$ cat src/reset_cause_defines.vh
// Purpose: Constants for the reset cause and initialisation block
// Assumes: Included by reset_cause_and_init_logic.v only
// Notes:   Register indices and field positions of the plain register port
`ifndef RESET_CAUSE_DEFINES_VH
`define RESET_CAUSE_DEFINES_VH

// Register addresses (word index on the plain port)
`define ADDR_CTRL          4'h0
`define ADDR_VSEL          4'h1
`define ADDR_WDEN          4'h2
`define ADDR_STATUS        4'h3
`define ADDR_IRQ_STAT      4'h4
`define ADDR_IRQ_MASK      4'h5

// Control register fields
`define CTRL_SYSON_BIT     7
`define CTRL_FSEL_HI       5
`define CTRL_FSEL_LO       4
`define CTRL_LVR_BIT       2
`define CTRL_VSEL_BIT      1
`define CTRL_WDEN_BIT      0
`define CTRL_WMASK         8'hB7

// Status register fields
`define STAT_TO_BIT        0
`define STAT_PD_BIT        1

// Reset values and legal codes
`define VSEL_RESET         8'h55
`define WDEN_RESET         5'h0A
`define WDEN_OK_A          5'h0A
`define WDEN_OK_B          5'h15
`define VSEL_OK_A          8'h55
`define VSEL_OK_B          8'h33
`define VSEL_OK_C          8'h99
`define VSEL_OK_D          8'hAA

// Interrupt event bits
`define EV_LVR             0
`define EV_VSEL            1
`define EV_WDEN            2
`define EV_WDT             3
`define EV_WIDTH           4

// Start-up delay and debounce counts, in system clocks / slow clocks
`define SST_FAST_CYC       4'hF
`define SST_SLOW_CYC       4'h1
`define DEBOUNCE_SLOW_CYC  2'h2
`define CNT_ZERO           4'h0

`endif

$ cat src/reset_cause_and_init_logic.v
// Purpose: Records reset causes and drives reset-state controls to the core
// Assumes: Single clock mclk_in; slow-oscillator tick arrives as a pin
// Notes:   Reset request pulses last one clock per event; power-on reset holds them high
//
// Function
// - Low-voltage event sets sticky flag; software clears
// - Illegal voltage select sets sticky flag
// - Control bits 6 and 3 read zero
// - Power-on clears flags, select and idle bits
// - Run-mode watchdog timeout gives full reset
// - Sleep timeout clears only counter and stack
// - Wake start-up delay by oscillator choice
// - Low-voltage reset keeps timeout and power-down
// - Run timeout sets timeout, keeps power-down
// - Sleep timeout sets timeout and power-down
// - Power-on zeroes counter, disables interrupts
// - Power-on clears and restarts watchdog
// - Power-on switches timer off
// - Power-on makes pins inputs, analogue channels
// - Power-on stack pointer at top
// - Illegal watchdog enable sets sticky flag
// - Illegal select resets after slow-clock debounce
//
// The register addresses and the strobed register port were chosen for this implementation.
`timescale 1ns/100ps
`default_nettype none
`include "reset_cause_defines.vh"

module reset_cause_and_init_logic
#(
    parameter SST_FAST = 4'hF,
    parameter SST_SLOW = 4'h1
)
(
    // Clock, reset, enable
    input  wire        mclk_in,
    input  wire        resetn_in,
    input  wire        ce_in,
    // Register port
    input  wire [3:0]  addr_in,
    input  wire [7:0]  wdata_in,
    input  wire        wr_in,
    input  wire        rd_in,
    output reg  [7:0]  rdata_out,
    // Events from analogue and core (pins, synchronised here)
    input  wire        low_voltage_in,
    input  wire        wdt_timeout_in,
    input  wire        slow_tick_in,
    // Core state (same clock)
    input  wire        sleep_mode_in,
    // Reset controls to core
    output reg         full_reset_out,
    output reg         pc_sp_clear_out,
    output reg         wdt_clear_out,
    output reg         core_hold_out,
    output reg         irq_disable_out,
    output reg         timer_off_out,
    output reg         pins_input_out,
    output reg         analogue_channel_pins_out,
    output reg         sp_top_out,
    // Interrupt
    output reg         irq_out
);

    // ****************************************
    // Reset synchroniser
    // ****************************************
    reg rst_s1_r;
    reg rst_s2_r;
    wire rst_n;

    // Two-stage release of the external reset
    always @(posedge mclk_in or negedge resetn_in)
    begin
        if (!resetn_in)
        begin
            rst_s1_r <= 1'b0;
            rst_s2_r <= 1'b0;
        end
        else
        begin
            rst_s1_r <= 1'b1;
            rst_s2_r <= rst_s1_r;
        end
    end
    assign rst_n = rst_s2_r;

    // ****************************************
    // Pin synchronisers
    // ****************************************
    reg [2:0] pin_s1_r;
    reg [2:0] pin_s2_r;
    reg       tick_d_r;
    wire      lv_sync;
    wire      wdt_sync;
    wire      tick_rise;

    // Only the second stage is read by logic
    always @(posedge mclk_in or negedge rst_n)
    begin
        if (!rst_n)
        begin
            pin_s1_r <= 3'h0;
            pin_s2_r <= 3'h0;
            tick_d_r <= 1'b0;
        end
        else if (ce_in)
        begin
            pin_s1_r <= {slow_tick_in, wdt_timeout_in, low_voltage_in};
            pin_s2_r <= pin_s1_r;
            tick_d_r <= pin_s2_r[2];
        end
    end
    assign lv_sync   = pin_s2_r[0];
    assign wdt_sync  = pin_s2_r[1];
    assign tick_rise = pin_s2_r[2] & ~tick_d_r;

    // ****************************************
    // Registers
    // ****************************************
    reg                  syson_r;
    reg  [1:0]           fsel_r;
    reg                  lvr_flag_r;
    reg                  vsel_flag_r;
    reg                  wden_flag_r;
    reg  [7:0]           vsel_r;
    reg  [4:0]           wden_r;
    reg                  to_r;
    reg                  pd_r;
    reg  [`EV_WIDTH-1:0] irq_stat_r;
    reg  [`EV_WIDTH-1:0] irq_mask_r;
    reg  [1:0]           deb_cnt_r;
    reg  [3:0]           sst_cnt_r;
    reg                  lv_d_r;
    reg                  wdt_d_r;
    wire                 lv_rise;
    wire                 wdt_rise;
    wire                 vsel_bad;
    wire                 wden_bad;
    wire                 deb_done;
    wire [`EV_WIDTH-1:0] ev;
    wire                 wr_ctrl;

    // Legal voltage select codes
    function vsel_legal;
        input [7:0] v;
        begin
            vsel_legal = (v == `VSEL_OK_A) || (v == `VSEL_OK_B) ||
                         (v == `VSEL_OK_C) || (v == `VSEL_OK_D);
        end
    endfunction

    assign lv_rise  = lv_sync & ~lv_d_r;
    assign wdt_rise = wdt_sync & ~wdt_d_r;
    assign vsel_bad = ~vsel_legal(vsel_r);
    assign wden_bad = (wden_r != `WDEN_OK_A) && (wden_r != `WDEN_OK_B);
    assign deb_done = (vsel_bad | wden_bad) && (deb_cnt_r == `DEBOUNCE_SLOW_CYC) && tick_rise;
    assign ev       = {wdt_rise, deb_done & wden_bad, deb_done & vsel_bad, lv_rise};
    assign wr_ctrl  = wr_in && (addr_in == `ADDR_CTRL);

    // Register file, flags and reset sequencing
    always @(posedge mclk_in or negedge rst_n)
    begin
        if (!rst_n)
        begin
            syson_r     <= 1'b0;
            fsel_r      <= 2'h0;
            lvr_flag_r  <= 1'b0;
            vsel_flag_r <= 1'b0;
            wden_flag_r <= 1'b0;
            vsel_r      <= `VSEL_RESET;
            wden_r      <= `WDEN_RESET;
            to_r        <= 1'b0;
            pd_r        <= 1'b0;
            irq_stat_r  <= {`EV_WIDTH{1'b0}};
            irq_mask_r  <= {`EV_WIDTH{1'b0}};
            deb_cnt_r   <= 2'h0;
            sst_cnt_r   <= `CNT_ZERO;
            lv_d_r      <= 1'b0;
            wdt_d_r     <= 1'b0;
        end
        else if (ce_in)
        begin
            lv_d_r  <= lv_sync;
            wdt_d_r <= wdt_sync;
            // Control writes first, so hardware sets below win
            if (wr_ctrl)
            begin
                syson_r     <= wdata_in[`CTRL_SYSON_BIT];
                fsel_r      <= wdata_in[`CTRL_FSEL_HI:`CTRL_FSEL_LO];
                lvr_flag_r  <= wdata_in[`CTRL_LVR_BIT];
                vsel_flag_r <= wdata_in[`CTRL_VSEL_BIT];
                wden_flag_r <= wdata_in[`CTRL_WDEN_BIT];
            end
            if (wr_in && (addr_in == `ADDR_VSEL))
                vsel_r <= wdata_in;
            if (wr_in && (addr_in == `ADDR_WDEN))
                wden_r <= wdata_in[4:0];
            if (wr_in && (addr_in == `ADDR_IRQ_MASK))
                irq_mask_r <= wdata_in[`EV_WIDTH-1:0];
            // Debounce counter advances on slow ticks while a code is bad
            if (!(vsel_bad | wden_bad) || deb_done)
                deb_cnt_r <= 2'h0;
            else if (tick_rise)
                deb_cnt_r <= deb_cnt_r + 2'h1;
            if (lv_rise)
                lvr_flag_r <= 1'b1;
            // sticky select flag, then reload default
            if (ev[`EV_VSEL])
            begin
                vsel_flag_r <= 1'b1;
                vsel_r      <= `VSEL_RESET;
            end
            if (ev[`EV_WDEN])
            begin
                wden_flag_r <= 1'b1;
                wden_r      <= `WDEN_RESET;
            end
            if (wdt_rise)
            begin
                to_r <= 1'b1;
                if (sleep_mode_in)
                    pd_r <= 1'b1;
            end
            if (wdt_rise && sleep_mode_in)
                sst_cnt_r <= (fsel_r == 2'h0) ? SST_SLOW : SST_FAST;
            else if (sst_cnt_r != `CNT_ZERO)
                sst_cnt_r <= sst_cnt_r - 4'h1;
            // Read clears status; new events win over the clear
            if (rd_in && (addr_in == `ADDR_IRQ_STAT))
                irq_stat_r <= ev;
            else
                irq_stat_r <= irq_stat_r | ev;
        end
    end

    // ****************************************
    // Outputs
    // ****************************************
    reg [7:0] rdata_nxt;
    wire      any_full;

    assign any_full = lv_rise | deb_done | (wdt_rise & ~sleep_mode_in);

    // Read mux
    always @*
    begin
        rdata_nxt = 8'h00;
        case (addr_in)
            // bits 6 and 3 read zero
            `ADDR_CTRL:     rdata_nxt = {syson_r, 1'b0, fsel_r, 1'b0,
                                         lvr_flag_r, vsel_flag_r, wden_flag_r} & `CTRL_WMASK;
            `ADDR_VSEL:     rdata_nxt = vsel_r;
            `ADDR_WDEN:     rdata_nxt = {3'h0, wden_r};
            `ADDR_STATUS:   rdata_nxt = {6'h00, pd_r, to_r};
            `ADDR_IRQ_STAT: rdata_nxt = {4'h0, irq_stat_r};
            `ADDR_IRQ_MASK: rdata_nxt = {4'h0, irq_mask_r};
            default:        rdata_nxt = 8'h00;
        endcase
    end

    // Registered outputs; full reset also re-applies power-on conditions
    always @(posedge mclk_in or negedge rst_n)
    begin
        if (!rst_n)
        begin
            rdata_out                 <= 8'h00;
            full_reset_out            <= 1'b1;
            pc_sp_clear_out           <= 1'b1;
            wdt_clear_out             <= 1'b1;
            core_hold_out             <= 1'b1;
            irq_disable_out           <= 1'b1;
            timer_off_out             <= 1'b1;
            pins_input_out            <= 1'b1;
            analogue_channel_pins_out <= 1'b1;
            sp_top_out                <= 1'b1;
            irq_out                   <= 1'b0;
        end
        else if (ce_in)
        begin
            rdata_out       <= rd_in ? rdata_nxt : 8'h00;
            full_reset_out  <= any_full;
            // sleep timeout clears counter and stack only
            pc_sp_clear_out <= any_full | (wdt_rise & sleep_mode_in);
            wdt_clear_out   <= any_full;
            core_hold_out   <= any_full | (wdt_rise & sleep_mode_in) |
                               (sst_cnt_r > 4'h1);
            irq_disable_out <= any_full;
            timer_off_out   <= any_full;
            pins_input_out            <= any_full;
            analogue_channel_pins_out <= any_full;
            sp_top_out      <= any_full;
            irq_out         <= |(irq_stat_r & irq_mask_r);
        end
    end

endmodule
`default_nettype wire

$ cat config.mk
export PLATFORM = sky130hd
export DESIGN_NAME = reset_cause_and_init_logic
export DESIGN_NICKNAME = d
export VERILOG_FILES = /design/src/reset_cause_and_init_logic.v
export VERILOG_INCLUDE_DIRS = /design/src
export SDC_FILE = /design/constraint.sdc
export NUM_CORES = 1
export LEC_CHECK = 0
export BUFFER_PORTS_ARGS = -buffer_cell sky130_fd_sc_hd__buf_2
export CELL_PAD_IN_SITES_DETAIL_PLACEMENT = 1
export CELL_PAD_IN_SITES_GLOBAL_PLACEMENT = 2
export CORE_MARGIN = 2
export CORE_UTILIZATION = 40
export CTS_BUF_LIST = sky130_fd_sc_hd__clkbuf_2 sky130_fd_sc_hd__clkbuf_4 sky130_fd_sc_hd__clkbuf_8
export DETAILED_ROUTE_END_ITERATION = 8
export PLACE_DENSITY_LB_ADDON = 0.1
export SLEW_MARGIN = 20
export SYNTH_ARGS = -nofsm -noshare
export SYNTH_HDL_FRONTEND = slang
export SYNTH_SLANG_ARGS = --single-unit
$ cat constraint.sdc
create_clock -name mclk_in -period 4.2 [get_ports mclk_in]
set_input_delay 0.21 -clock mclk_in [delete_from_list [all_inputs] [get_ports mclk_in]]
set_output_delay 0.21 -clock mclk_in [all_outputs]
set_load 0.005 [all_outputs]
After elaboration in Yosys (flattened, before gate mapping):

Cells that the tools add are included.

* output and inout bits: 18
* input port bits: 21
* register bits after elaboration: 58

* add/subtract/negate cells: 2
* magnitude comparators: 1
* reduce and logical (&&, ||, !) cells: 36
* mux-type cells: 18
* equal/unequal tests: 12
* bitwise gates (word level): 19

Operators by type and width (count)
* 8-bit one-hot mux with 6 select lines: 1
* 8-bit two-way mux: 3
* 2-bit AND reduction: 10
* 8-bit equality test, second input constant: 2
* 4-bit two-way mux: 4
* 2-bit nonzero test: 7
* 5-bit two-way mux: 2
* 1-bit logical AND: 9
* 4-bit by 2-bit equality test with 1-bit output, second input constant: 2
* 4-bit by 3-bit equality test with 1-bit output, second input constant: 2
* 8-bit by 6-bit equality test with 1-bit output, second input constant: 1
* 8-bit by 7-bit equality test with 1-bit output, second input constant: 1
* 1-bit bitwise AND: 7
* 1-bit two-way mux: 6
* 5-bit by 4-bit inequality test with 1-bit output, second input constant: 1
* 5-bit inequality test, second input constant: 1
* 1-bit NOT: 5
* 1-bit OR: 5
* 4-bit bitwise AND: 1
* 4-bit by 1-bit equality test with 1-bit output, second input constant: 1
* 4-bit by 1-bit greater-than comparator with 1-bit output, second input constant: 1
* 4-bit zero test: 1
* 1-bit logical OR: 4
* 2-bit two-way mux: 2
* 9 further kinds: 9

Longest topological paths before layout:

* word-level depth: 12
* depth in mapped cells: 7

Worst setup path before layout:

Ideal clock, no wire load.

* path kind: register to register
* from: reg vsel_r[6]
* to: reg vsel_r[1]
* arrival: 1.535 ns
* period minus slack after synthesis: 1.656 ns
* setup slack: 2.544 ns
* required time: 4.078 ns
* buffers on the path: 0
* stages on the path, launching flop included: 5
* setup time: 0.122 ns
* path through: dfstp_2 and4bb_2 o2111ai_2 nand4_4 a32o_1

* cells in the longest elaborated chain, start to end: 11
* elaborated cells on any way between the ends: 15
* those cells by class: eq/ne (4); mux (1); bitwise (3); reduce/logical (7)

Ends and longest elaborated chain
* start, declared: RTL line reset_cause_and_init_logic.v:126 `reg [7:0] vsel_r;`
* start signal, assigned: RTL line reset_cause_and_init_logic.v:171 `` vsel_r <= `VSEL_RESET; ``
* start signal, assigned: RTL line reset_cause_and_init_logic.v:196 `vsel_r <= wdata_in;`
* start signal, assigned: RTL line reset_cause_and_init_logic.v:212 `` vsel_r <= `VSEL_RESET; ``
* 8-bit by 7-bit equality test with 1-bit output (no source line) / 8-bit by 6-bit equality test with 1-bit output (equally long branches)
* 1-bit logical OR (2 in series): RTL line reset_cause_and_init_logic.v:148 `` vsel_legal = (v == `VSEL_OK_A) || (v == `VSEL_OK_B) || ``
* 1-bit logical OR (*): RTL line reset_cause_and_init_logic.v:148
* 1-bit NOT (*): RTL line reset_cause_and_init_logic.v:155 `assign vsel_bad = ~vsel_legal(vsel_r);`
* 1-bit OR: RTL line reset_cause_and_init_logic.v:157 `` assign deb_done = (vsel_bad | wden_bad) && (deb_cnt_r == `DEBOUNCE_SLOW_CYC) && tick_rise; ``
* 1-bit logical AND (2 in series): RTL line reset_cause_and_init_logic.v:157
* 1-bit bitwise AND (*): RTL line reset_cause_and_init_logic.v:158 `assign ev = {wdt_rise, deb_done & wden_bad, deb_done & vsel_bad, lv_rise};`
* 2-bit nonzero test (no source line)
* 2-bit AND reduction (no source line)

Every way passes the cells marked *; elsewhere a longest branch is shown, timed or not.
A chain may end at the register's enable or synchronous reset.

Worst setup path in the final report:

* from: reg deb_cnt_r[0]
* to: reg vsel_r[5]

* cells in the longest elaborated chain, start to end: 6
* elaborated cells on any way between the ends: 7
* those cells by class: eq/ne (1); mux (1); bitwise (1); reduce/logical (4)

Ends and longest elaborated chain
* start, declared: RTL line reset_cause_and_init_logic.v:132 `reg [1:0] deb_cnt_r;`
* start signal, assigned: RTL line reset_cause_and_init_logic.v:205 `deb_cnt_r <= deb_cnt_r + 2'h1;`
* 2-bit equality test (no source line) (*)
* 1-bit logical AND (*) (2 in series): RTL line reset_cause_and_init_logic.v:157
* 1-bit bitwise AND (*): RTL line reset_cause_and_init_logic.v:158
* 2-bit nonzero test (no source line)
* 2-bit AND reduction (no source line)

Marks and branches as above.

==> results_dict.tcl <==
set metrics [dict create \
    outcome "complete, no violations" \
    path_clk_slew_ns 0.07 \
    reg2reg_from "deb_cnt_r[0]" \
    worst_slack_ns 2.28 \
    cts_tree "done" \
    core_area_mm2 0.00725 \
    period_needed_ns 1.92 \
    grt_pass1_vias 2420 \
    ys_ff_latch 58 \
    die_h_um 90.5 \
    slew_violations 0 \
    yosysSeqAreaShare 0.488 \
    routed_wl_um 7710 \
    die_area_mm2 0.00820 \
    worstHoldEndpoint "vsel_r[6]" \
    rows 31 \
    final_nets 333 \
    synthArstFlopShare 1.00 \
    cp_data_arrival_time_ns 2.14 \
    synthDistinctLibCells 52 \
    hold_slack_ns 0.0950 \
    p_per_area_mw_per_mm2 573 \
    fillers 816 \
    whs_path_depth 3 \
    initialDrtViolationCount 98 \
    ios 39 \
    clock_latency_ns 0.34 \
    final.period_utilization 0.457 \
    cp-start-kind "register" \
    dp_hpwl_um 5470 \
    synth-main-ff-cell "dfrtp_1" \
    dp_slack_ns 1.91 \
    worst_pin_slew_ns 0.911 \
    clock_sink_count 58 \
    via_per_inst 5.54 \
    leakagePower_nw 1.53 \
    grt_max_degree 34 \
    slew_headroom 0.376 \
    cp_max_fo 13 \
    diodes 0 \
    wl_per_cell_um 18.7 \
    final-hold-violation-count 0 \
    rsz0062_at_grt "false" \
    grtUsageTotal 0.204 \
    areaGrowthSynthToFinish_pct 14.5 \
    syn_inst 274 \
    most-common-layout-cells "dfrtp_1 (48), buf_2 (38), nand2_1 (19), nor2_1 (18), inv_1 (16)" \
    fp.dieW_um 90.5 \
    end_kind "register" \
    vdd_drop_max_mv 0.253 \
    grt_pass1_wl_um 13000 \
    cp.required_ns 4.43 \
    final_common_cell "dfrtp_1" \
    synth_area_mm2 0.00300 \
    port_buffers 38 \
    fin_worst_skew_ns 0.0115 \
    clock_path_buffers 2 \
    critical_path_class "reg -> reg" \
    syn-num-nets 299 \
    synth-warning-count 0 \
    post_cts_buffers 0 \
    drc 0 \
    drv_cap 0 \
    place.gp.congestion 0.781 \
    synth_edf_count 0 \
    ant_nets 0 \
    hold_class "in -> reg" \
    root_buffer "clkbuf_8" \
    antenna_found_initial 0 \
    hp-start "wdata_in[6]" \
    cts_buffers 9 \
    h-tree-depth 3 \
    vias 2284 \
    drive_above_1_share 0.297 \
    timing.fmax_ghz 0.521 \
    report.final.setup_viol 0 \
    fin_setup_tns_ns 0 \
    r2r_slack_ns 2.28 \
    worst-r2r-cell-count 6 \
    grt_overflow 0 \
    syn_area_per_cell_um2 10.9 \
    initial_core_util 0.413 \
    r2r_end "vsel_r[5]" \
    drt-pass1-iter-count 4 \
]
registers in the layout, indices dropped and copies added, names as in the netlist, 2 cells and up:
name and cells:
sst_cnt_r 4, rdata_out 8, vsel_r 8, wden_r 5, irq_mask_r 4, pin_s1_r 3, fsel_r 2, deb_cnt_r 2
irq_stat_r 4, pin_s2_r 3
what timing repair did:
item	CTS	global route
hold buffers	1	0
resized for setup	0	0
hold endpoints to repair	2	0
worst max-delay path by stage:
stage          slack, ns  depth (start not counted)            to         start
4_1_cts             1.92                          6     vsel_r[1]  deb_cnt_r[0]
3_5_place_dp        1.91                          6     vsel_r[1]  deb_cnt_r[0]
6_report            2.28                          6     vsel_r[5]  deb_cnt_r[0]
3_3_place_gp        1.96                          6     vsel_r[1]  deb_cnt_r[0]
5_1_grt             2.12                          6     vsel_r[3]  deb_cnt_r[0]
2_1_floorplan       2.48                          0  deb_cnt_r[0]         rst_n
critical path: stages, from the launching register on:
cell,delay [ns]
dfrtp_1,0.41
inv_1,0.07
ha_1,0.16
inv_1,0.05
nor2_2,0.56
nand4_4,0.26
a32o_1,0.31
cells in the mapped netlist, drive strengths merged (3+ instances only):
library cell / n / area (um^2)
nor2: 19 / 71.3
dfrtp: 49 / 1230
a221oi: 3 / 26.3
a22oi: 7 / 52.6
nand3: 5 / 25.0
a31oi: 3 / 33.8
buf: 16 / 104
and4bb: 4 / 50.0
o2bb2ai: 11 / 96.3
o211ai: 3 / 22.5
nand2b: 5 / 31.3
ha: 4 / 50.1
nand4: 3 / 33.8
o22ai: 4 / 25.0
a32o: 4 / 40.0
mux2: 14 / 158
dfstp: 9 / 236
a21oi: 11 / 55.1
nor3: 5 / 25.0
mux2i: 9 / 90.1
inv: 16 / 60.1
nand2: 19 / 71.3
clkbuf: 3 / 11.3
and3: 3 / 18.8
nor4bb: 3 / 30.0
o21ai: 15 / 75.1
layout make-up:
| class | instances | area (um^2) | area share |
|---|---|---|---|
| Clock inverter | 5 | 53.8 | 0.0157 |
| Inverter | 16 | 60.1 | 0.0175 |
| Tap cell | 99 | 124 | 0.0361 |
| Multi-Input combinational cell | 181 | 1360 | 0.397 |
| Sequential cell | 58 | 1460 | 0.427 |
| Clock buffer | 11 | 145 | 0.0423 |
| Timing Repair Buffer | 42 | 223 | 0.0649 |
power by group:
| group | switching (mW) | internal, mW | leakage, nW |
|---|---|---|---|
| Combinational | 0.305 | 0.263 | 0.746 |
| Clock | 0.231 | 0.295 | 0.106 |
| Sequential | 0.146 | 0.725 | 0.680 |
metal layers:
| metal | wire [um] | global-route usage | vias to the layer above |
|---|---|---|---|
| li1 | - | - | 1070 |
| met1 | 3510 | 0.273 | 1159 |
| met2 | 3700 | 0.323 | 43 |
| met3 | 346 | 0.0467 | 12 |
| met4 | 149 | 0.0744 | 0 |
| met5 | 0 | 0 | - |
cell families after synthesis:
group / Yosys count / synth area share
compound gates: 73 / 0.184
fa+ha+maj: 4 / 0.0167
buf+inv: 35 / 0.0585
flops: 58 / 0.488
mux: 25 / 0.0977
other cells: 1 / 0.00125
simple gates: 78 / 0.153
stage by stage:
stage / instances / util / instance area, um^2 / power [mW]
2_1_floorplan: 274 / - / 3000 / 1.29
3_3_place_gp: 395 / 0.444 / 3220 / 1.43
3_5_place_dp: 395 / 0.444 / 3220 / 1.45
4_1_cts: 412 / 0.472 / 3430 / 1.99
5_1_grt: 412 / 0.473 / 3430 / 2.10
6_report: 412 / 0.473 / 3430 / 1.96
Note: power is estimated with default switching activity, not from simulation.
